## config.mk

```make
export PLATFORM = sky130hd
export DESIGN_NAME = stepper_general_config_regs
export DESIGN_NICKNAME = d
export VERILOG_FILES = /design/src/gcfg_pkg.sv /design/src/stepper_general_config_regs.sv
export SDC_FILE = /design/constraint.sdc
export NUM_CORES = 1
export LEC_CHECK = 0
export BUFFER_PORTS_ARGS = -buffer_cell sky130_fd_sc_hd__buf_2
export CORE_MARGIN = 5
export CORE_UTILIZATION = 44
export DETAILED_ROUTE_END_ITERATION = 12
export GPL_TIMING_DRIVEN = 0
export HOLD_SLACK_MARGIN = 0.05
export PLACE_DENSITY = 0.79
export SKIP_LAST_GASP = 1
export SYNTH_ARGS = -nofsm -noshare
export SYNTH_HDL_FRONTEND = slang
export SYNTH_SLANG_ARGS = --single-unit
```

## constraint.sdc

```tcl
create_clock -name sys_clk_i -period 2.05 [get_ports sys_clk_i]
set_clock_uncertainty 0.05 [all_clocks]
set_input_delay 0.1025 -clock sys_clk_i [delete_from_list [all_inputs] [get_ports sys_clk_i]]
set_output_delay 0.1025 -clock sys_clk_i [all_outputs]
set_load 0.005 [all_outputs]
```

## src/gcfg_pkg.sv

```systemverilog
package gcfg_pkg;

  // Register indices; bit 7 of the address byte marks a write
  localparam logic [6:0] IDX_GLOBAL_CONFIG   = 7'h00;
  localparam logic [6:0] IDX_STATUS_FLAGS    = 7'h01;
  localparam logic [6:0] IDX_WRITE_COUNTER   = 7'h02;
  localparam logic [6:0] IDX_REPLY_CONFIG    = 7'h03;
  localparam logic [6:0] IDX_FUSE_PROGRAM    = 7'h04;
  localparam logic [6:0] IDX_FUSE_READBACK   = 7'h05;
  localparam int         ADDR_WRITE_BIT      = 7;

  // Global configuration fields
  localparam int          CFG_W              = 10;
  localparam int          CFG_USTEP_SRC_BIT  = 7;
  localparam int          CFG_STEP_FILT_BIT  = 8;
  localparam int          CFG_TEST_MODE_BIT  = 9;
  localparam logic [9:0]  CFG_RESET          = 10'h100;

  // Status flag positions
  localparam int          ST_RESET_BIT       = 0;
  localparam int          ST_DRV_ERR_BIT     = 1;
  localparam int          ST_PUMP_UV_BIT     = 2;

  // Reply configuration field
  localparam int          REPLY_LSB          = 8;
  localparam int          REPLY_MSB          = 11;
  localparam int          BITS_PER_UNIT      = 8;

  // Fuse programming fields
  localparam int          FUSE_BIT_LSB       = 0;
  localparam int          FUSE_BYTE_LSB      = 4;
  localparam int          FUSE_MAGIC_LSB     = 8;
  localparam logic [7:0]  FUSE_MAGIC         = 8'hbd;
  localparam int          FUSE_W             = 24;

  // One decoded, CRC-checked datagram from the serial front end
  typedef struct packed {
    logic        valid;
    logic [7:0]  addr;
    logic [31:0] data;
  } acc_req_t;

  // Fuse programming request
  typedef struct packed {
    logic       strobe;
    logic [1:0] byte_sel;
    logic [2:0] bit_sel;
  } fuse_prog_t;

  // Reply timer states
  typedef enum logic [1:0] {
    RT_IDLE = 2'b01,
    RT_WAIT = 2'b10
  } reply_state_t;

endpackage : gcfg_pkg

```

## src/stepper_general_config_regs.sv

```systemverilog
`timescale 1ns/1ps
// Overview of operation
// Config bit 8 (reset 1) enables step filtering above about 750Hz fullstep and the filtered period readout.
// Config bit 9 drives the test output on the enable pin, drops its pull-down and treats the driver as enabled.
// With the microstep source flag at 1 the resolution comes from the register setting instead of the pins.
// A status flag is cleared only by writing 1 to its bit; writing 0 leaves it alone.
// Status bit 0 is set after any reset, when all registers hold reset values, and stays until cleared.
// Status bit 1 is set whenever the power stage is shut down for overtemperature or short circuit.
// Clearing the driver fault flag is ignored while any of its error conditions is still present.
// Status bit 2 follows charge pump undervoltage without latching and the power stage is off while it is set.
// An 8-bit counter increments once for every successfully received write access.
// Reading the counter leaves it unchanged and an increment from 255 wraps to 0.
// The 4-bit reply delay gives 8 bit times for 0 and 1, adding 16 bit times per pair, up to 15*8 for 14 and 15.
// Each write to the fuse programming register programs exactly one fuse bit; the code programs none unless bits 15:8 hold the key 8'hbd.
// A read access after a programming write refreshes the fuse readback data.
// Address bit 7 set marks a write; addresses without it are reads.
// Every register resets to 0 unless another reset value is given.
// The reply delay runs from the end of the request stop bit, in bit times of the detected baud rate.
module stepper_general_config_regs
  import gcfg_pkg::*;
(
  // Clock and reset
  input  wire logic          sys_clk_i,
  input  wire logic          sys_rst_i,
  // Decoded datagram access from the serial front end
  input  wire acc_req_t      acc_i,
  output logic [31:0]        rd_data_o,
  output logic               rd_valid_o,
  // Reply timing
  input  wire logic          req_stop_end_i,
  input  wire logic [15:0]   bit_cycles_i,
  output logic               reply_go_o,
  // Driver status inputs
  input  wire logic          drv_shutdown_i,
  input  wire logic          drv_err_cond_i,
  input  wire logic          pump_undervoltage_flag_i,
  input  wire logic          enable_input_low_i,
  // Microstep and step period sources
  input  wire logic [3:0]    pin_mres_i,
  input  wire logic [3:0]    reg_mres_i,
  input  wire logic [19:0]   step_period_raw_i,
  input  wire logic [19:0]   step_period_filt_i,
  // Fuse memory
  input  wire logic [23:0]   fuse_mem_i,
  output fuse_prog_t         fuse_prog_o,
  // Driver control outputs
  output logic               step_filter_en_o,
  output logic [19:0]        step_period_readout_o,
  output logic               test_out_en_o,
  output logic               enable_pulldown_en_o,
  output logic               drv_enabled_o,
  output logic               power_stage_en_o,
  output logic [3:0]         microstep_res_o
);

  // Reply length in bit times: odd-rounded code times eight
  function automatic logic [6:0] reply_bits(input logic [3:0] code);
    reply_bits = 7'(({3'h0, code} | 7'h01) * BITS_PER_UNIT);
  endfunction : reply_bits

  // Access decode
  wire        wr_acc    = acc_i.valid &  acc_i.addr[ADDR_WRITE_BIT];
  wire        rd_acc    = acc_i.valid & ~acc_i.addr[ADDR_WRITE_BIT];
  wire [6:0]  idx       = acc_i.addr[6:0];
  wire        wr_cfg    = wr_acc && (idx == IDX_GLOBAL_CONFIG);
  wire        wr_stat   = wr_acc && (idx == IDX_STATUS_FLAGS);
  wire        wr_reply  = wr_acc && (idx == IDX_REPLY_CONFIG);
  wire        wr_fuse   = wr_acc && (idx == IDX_FUSE_PROGRAM)
                          && (acc_i.data[FUSE_MAGIC_LSB +: 8] == FUSE_MAGIC);

  logic [CFG_W-1:0]  cfg_ff;
  logic              rst_flag_ff;
  logic              drv_err_ff;
  logic [7:0]        cnt_ff;
  logic [3:0]        reply_wait_field_ff;
  logic              fuse_stale_ff;
  logic [FUSE_W-1:0] fuse_rd_ff;
  reply_state_t      rt_state_ff;
  logic [15:0]       cyc_ff;
  logic [6:0]        bits_ff;

  // Status flag next values; hardware set beats a software clear
  wire clr_rst    = wr_stat && acc_i.data[ST_RESET_BIT];
  wire clr_drv    = wr_stat && acc_i.data[ST_DRV_ERR_BIT] && !drv_err_cond_i;
  wire nxt_drv_err = drv_shutdown_i | (drv_err_ff & ~clr_drv);
  wire [2:0] status_view = {pump_undervoltage_flag_i, drv_err_ff, rst_flag_ff};

  // Fuse readback: a stale copy is replaced on the read that follows programming
  wire                refresh   = rd_acc && fuse_stale_ff;
  wire [FUSE_W-1:0]   fuse_view = refresh ? fuse_mem_i : fuse_rd_ff;

  // Read multiplexer; write-only and unmapped locations read as zero
  logic [31:0] nxt_rd_data;
  always_comb begin
    if (idx == IDX_GLOBAL_CONFIG) begin
      nxt_rd_data = {22'h0, cfg_ff};
    end else if (idx == IDX_STATUS_FLAGS) begin
      nxt_rd_data = {29'h0, status_view};
    end else if (idx == IDX_WRITE_COUNTER) begin
      nxt_rd_data = {24'h0, cnt_ff};
    end else if (idx == IDX_FUSE_READBACK) begin
      nxt_rd_data = {8'h0, fuse_view};
    end else begin
      nxt_rd_data = 32'h0;
    end
  end

  // Configuration, counter and reply field
  always_ff @(posedge sys_clk_i) begin
    if (sys_rst_i) begin
      cfg_ff              <= CFG_RESET;
      cnt_ff              <= 8'h00;
      reply_wait_field_ff <= 4'h0;
    end else begin
      if (wr_cfg) begin
        cfg_ff <= acc_i.data[CFG_W-1:0];
      end
      if (wr_acc) begin
        cnt_ff <= cnt_ff + 8'h01;
      end
      if (wr_reply) begin
        reply_wait_field_ff <= acc_i.data[REPLY_MSB:REPLY_LSB];
      end
    end
  end

  // Sticky status flags
  always_ff @(posedge sys_clk_i) begin
    if (sys_rst_i) begin
      rst_flag_ff <= 1'b1;
      drv_err_ff  <= 1'b0;
    end else begin
      rst_flag_ff <= rst_flag_ff & ~clr_rst;
      drv_err_ff  <= nxt_drv_err;
    end
  end

  // Read answer and fuse access; only one fuse bit per write
  always_ff @(posedge sys_clk_i) begin
    if (sys_rst_i) begin
      rd_data_o     <= 32'h0;
      rd_valid_o    <= 1'b0;
      fuse_stale_ff <= 1'b1;               // First read loads the readback copy
      fuse_rd_ff    <= '0;
      fuse_prog_o   <= '0;
    end else begin
      rd_valid_o           <= rd_acc;
      fuse_prog_o.strobe   <= wr_fuse;
      if (rd_acc) begin
        rd_data_o <= nxt_rd_data;
      end
      if (wr_fuse) begin
        fuse_prog_o.byte_sel <= acc_i.data[FUSE_BYTE_LSB +: 2];
        fuse_prog_o.bit_sel  <= acc_i.data[FUSE_BIT_LSB +: 3];
      end
      if (refresh) begin
        fuse_rd_ff <= fuse_mem_i;
      end
      fuse_stale_ff <= wr_fuse | (fuse_stale_ff & ~rd_acc);
    end
  end

  // Reply timer: bit_cycles_i must be at least 1
  wire [15:0] cyc_load = bit_cycles_i - 16'h0001;
  always_ff @(posedge sys_clk_i) begin
    if (sys_rst_i) begin
      rt_state_ff <= RT_IDLE;
      cyc_ff      <= 16'h0;
      bits_ff     <= 7'h0;
      reply_go_o  <= 1'b0;
    end else begin
      reply_go_o <= 1'b0;
      case (rt_state_ff)
        RT_IDLE: begin
          if (req_stop_end_i) begin
            rt_state_ff <= RT_WAIT;
            cyc_ff      <= cyc_load;
            bits_ff     <= reply_bits(reply_wait_field_ff) - 7'h01;
          end
        end
        RT_WAIT: begin
          if (cyc_ff != 16'h0) begin
            cyc_ff <= cyc_ff - 16'h0001;
          end else if (bits_ff != 7'h0) begin
            bits_ff <= bits_ff - 7'h01;
            cyc_ff  <= cyc_load;
          end else begin
            rt_state_ff <= RT_IDLE;
            reply_go_o  <= 1'b1;
          end
        end
        default: rt_state_ff <= RT_IDLE;
      endcase
    end
  end

  // Driver control; test mode forces enable since the pin carries the test signal
  assign step_filter_en_o      = cfg_ff[CFG_STEP_FILT_BIT];
  assign step_period_readout_o = step_filter_en_o ? step_period_filt_i : step_period_raw_i;
  assign test_out_en_o         = cfg_ff[CFG_TEST_MODE_BIT];
  assign enable_pulldown_en_o  = ~cfg_ff[CFG_TEST_MODE_BIT];
  assign drv_enabled_o         = cfg_ff[CFG_TEST_MODE_BIT] | ~enable_input_low_i;
  assign power_stage_en_o      = drv_enabled_o & ~pump_undervoltage_flag_i;
  assign microstep_res_o       = cfg_ff[CFG_USTEP_SRC_BIT] ? reg_mres_i : pin_mres_i;

  // Checking helpers: cycles from request stop to reply
  logic [23:0] sva_cnt_ff;
  logic [23:0] sva_exp_ff;
  always_ff @(posedge sys_clk_i) begin
    if (sys_rst_i) begin
      sva_cnt_ff <= 24'h0;
      sva_exp_ff <= 24'h0;
    end else if (rt_state_ff == RT_IDLE) begin
      sva_cnt_ff <= 24'h0;
      // Worked out apart from the timer function, at full width so large baud counts do not wrap
      sva_exp_ff <= 24'({reply_wait_field_ff[3:1], 1'b1}) * 24'(BITS_PER_UNIT) * 24'(bit_cycles_i);
    end else begin
      sva_cnt_ff <= sva_cnt_ff + 24'h000001;
    end
  end
endmodule : stepper_general_config_regs

```

==> results.sh <==
export IMPL_rsz0062_at_grt="true"
export IMPL_maxCapViolCount=0
export IMPL_critPathMaxFanout=8
export IMPL_drc=0
export IMPL_netlist_area_um2=5240
export IMPL_slew_viol_final=0
export IMPL_num_vias=5571
export IMPL_setup_viol=0
export IMPL_hold_end="fuse_prog_o[5]"
export IMPL_yosys_register_bits=105
export IMPL_worstHoldPathCells=5
export IMPL_yosysTopAreaCell="dfxtp_1"
export IMPL_ys_flop_type="dfxtp_1"
export IMPL_overflow=0
export IMPL_crit_family="compound AO/OA/AOI/OAI gates"
export IMPL_port_buffers=179
export IMPL_totalWireLength_mm=17.4
export IMPL_dp_hpwl_mm=12.3
export IMPL_tns_ns=0
export IMPL_outcome="finished, final reports clean"
export IMPL_crit_chain="inv_2 > ha_4 > nor4b_4 > nand4_4 > a211oi_4 > buf_12 > a21oi_2 > o221a_1"
export IMPL_grt_first_pass_wirelength_mm=26.9
export IMPL_die_y_um=119
export IMPL_hold_class="primary input to flop"
export IMPL_via_per_inst=5.59
export IMPL_die_x_um=119
export IMPL_grt_pass1_vias=5360
export IMPL_vdd_drop_max_v=0.000490
export IMPL_core_area_um2=11600
export IMPL_cts_tree="built"
export IMPL_synth_common_cells="105 x dfxtp_1, 81 x nand2_1, 54 x nor2_1"
export IMPL_place_ws_ns=-0.176
export IMPL_critPathKind="flop to flop"
export IMPL_cp_num_buf_inv=2
export IMPL_worst_setup_path_start_kind="flop"
export IMPL_synthCells=596
export IMPL_synthToLayoutAreaGrowth_pct=39.0
export IMPL_hold_path_startpoint="acc_i[14]"
export IMPL_die_area_um2=14200
export IMPL_worstReg2RegStart="cyc_ff[0]"
export IMPL_num_rows=39
export IMPL_end_kind="flop"
export IMPL_leakagePower_nw=3.16
export IMPL_start_util_pct=45.3
export IMPL_drive_gt1_share_pct=33.4
export IMPL_nets=991
export IMPL_cts_root_buffer_cell="clkbuf_16"
export IMPL_yosysWarnings=0
export IMPL_r2r_slack_ns=0.04
export IMPL_syn_avg_cell_area_um2=8.79
export IMPL_setup_ws_ns=0.0374
export IMPL_worst_slew_pin_slew_ns=0.643
export IMPL_power_density_nw_per_um2=693
export IMPL_synth_seq_area_share_pct=40.1
export IMPL_clock_latency_ns=0.35
export IMPL_num_io_pins=205
export IMPL_place_congestion=0.862
export IMPL_synthDistinctLibCells=70
export IMPL_yosysMostFrequentCell="dfxtp_1"
export IMPL_synth_area_top_cells="dfxtp_1 40%, nand2_1 5.8%, mux2_2 5.2%"
export IMPL_reg2reg_depth=8
export IMPL_cp_slowest_cell="dfxtp_2"
export IMPL_synth_enable_flop_cells=0
export IMPL_drt_iter0_drc=503
export IMPL_hold_viol_final=0
export IMPL_cts_sinks=105
export IMPL_grt_max_degree=18
export IMPL_cts_buffers_inserted=9
export IMPL_firstDrtPassIters=5
export IMPL_clkTransAtPathRegs_ns=0.07
export IMPL_r2r_end="cyc_ff[11]"
export IMPL_cp_data_required_time_ns=2.24
export IMPL_yosysTopAreaCellShare_pct=40.1
export IMPL_timing_final_crit_period_ns=2.01
export IMPL_cts_htree_levels=3
export IMPL_grt_util_all_layers_pct=23.4
export IMPL_diodes=0
export IMPL_fmax_mhz=497
export IMPL_place_area_um2=6340
export IMPL_grt_antenna_before_repair=1
export IMPL_max_stage_delay_ns=0.33
export IMPL_crit_arrival_ns=2.20
export IMPL_post_drt_wl_per_cell_um=17.4
export IMPL_ant_nets=0
export IMPL_cts_path_max_buffers=2
export IMPL_stdcell_area_um2=7280
export IMPL_holdWs_ns=0.0865
export IMPL_async_flop_share_pct=0
export IMPL_relSlewSlack_pct=57.1
export IMPL_fillers=961
export IMPL_finalCritPeriodShare_pct=98.2
-- placed cells by master (no fill, tap or decap), drive strengths merged, types with 5 or more instances in the layout --
master       netlist  routed
a21oi             54      54
a221oi             6       6
a22o              15      15
and3               7       7
buf               23     218
clkbuf            16      28
conb               1       8
dfxtp            105     105
dlygate4sd3        0      39
ha                 6       6
inv               10      12
mux2              24      24
mux2i             18      18
nand2             81      81
nand3              9       9
nand3b             5       5
nand4             11      11
nor2              54      54
nor3              23      23
nor4              10      10
o21ai             25      25
o22ai              5       5
or3                7       7
xnor2              6       6
xor2              13      13
-- kinds of logic after synthesis --
| group | share of synthesized area (%) |
|---|---|
| mux | 8.60 |
| xor+xnor | 3.18 |
| simple gates | 23.4 |
| buf+inv | 4.64 |
| compound gates | 18.5 |
| flops | 40.1 |
| fa+ha+maj | 1.43 |
| other cells | 0.0716 |
-- stage by stage --
stage               instances  total power, W  utilization, %
floorplan                 603         0.00276               -
CTS                       987         0.00496            61.6
finish                    997         0.00504            62.9
global route              997         0.00526            62.9
detailed placement        925         0.00309            54.8
global placement          925         0.00307            54.8
-- timing repair --
action	in CTS	in global routing
gates cloned	1	0
resized for setup	3	23
hold endpoints to repair	46	0
hold buffers	39	0
pin swaps	5	9
endpoints found under the setup margin	16	24
setup buffers	6	11
-- tightest hold or removal path, stage by stage --
cell and delay, ns:
buf_2 0.07, nand4b_1 0.10, nor4b_1 0.06, nand3_1 0.07, nor2_1 0.04
-- worst max path at each step --
stage	slack, ns	startpoint	cells after the start	end
after floorplan	0.02	cyc_ff[0]	8	cyc_ff[8]
after global placement	-0.13	cyc_ff[7]	5	cyc_ff[11]
after detailed placement	-0.18	cyc_ff[0]	7	cyc_ff[8]
after CTS	-0.02	cyc_ff[0]	8	cyc_ff[11]
after global routing	-0.04	cyc_ff[0]	8	cyc_ff[11]
final	0.04	cyc_ff[0]	8	cyc_ff[11]
-- cell type report --
cell class	count	area, um^2	share of cell area, %
buffer	38	210	2.89
clock buffer	11	243	3.33
clock inverter	5	62.6	0.859
inverter	10	37.5	0.516
multi-input combinational	449	3010	41.3
sequential	105	2100	28.9
tap	143	179	2.46
timing repair buffer	236	1440	19.7
-- power breakdown --
part,internal [W],total (W),switching [W]
sequential,0.00212,0.00221,0.0000876
combinational,0.000518,0.00108,0.000558
clock,0.000990,0.00176,0.000766
-- registers in the layout, summed over array words and instances (netlist names) --
name                 flops
rd_valid_o               1
cnt_ff                   8
cfg_ff                  10
reply_wait_field_ff      3
drv_err_ff               1
fuse_prog_o              6
rd_data_o               24
reply_go_o               1
bits_ff                  7
cyc_ff                  16
fuse_stale_ff            1
fuse_rd_ff              24
rst_flag_ff              1
rt_state_ff              2
-- metal layers --
metal	routed length [um]	share of wire [%]	track usage (%)
met3	1150	6.6	3.98
met4	585	3.4	9.99
met1	7130	41	29.8
met2	8500	49	39.0
met5	11	0.063	0
Note: power is estimated with default switching activity, not from simulation.
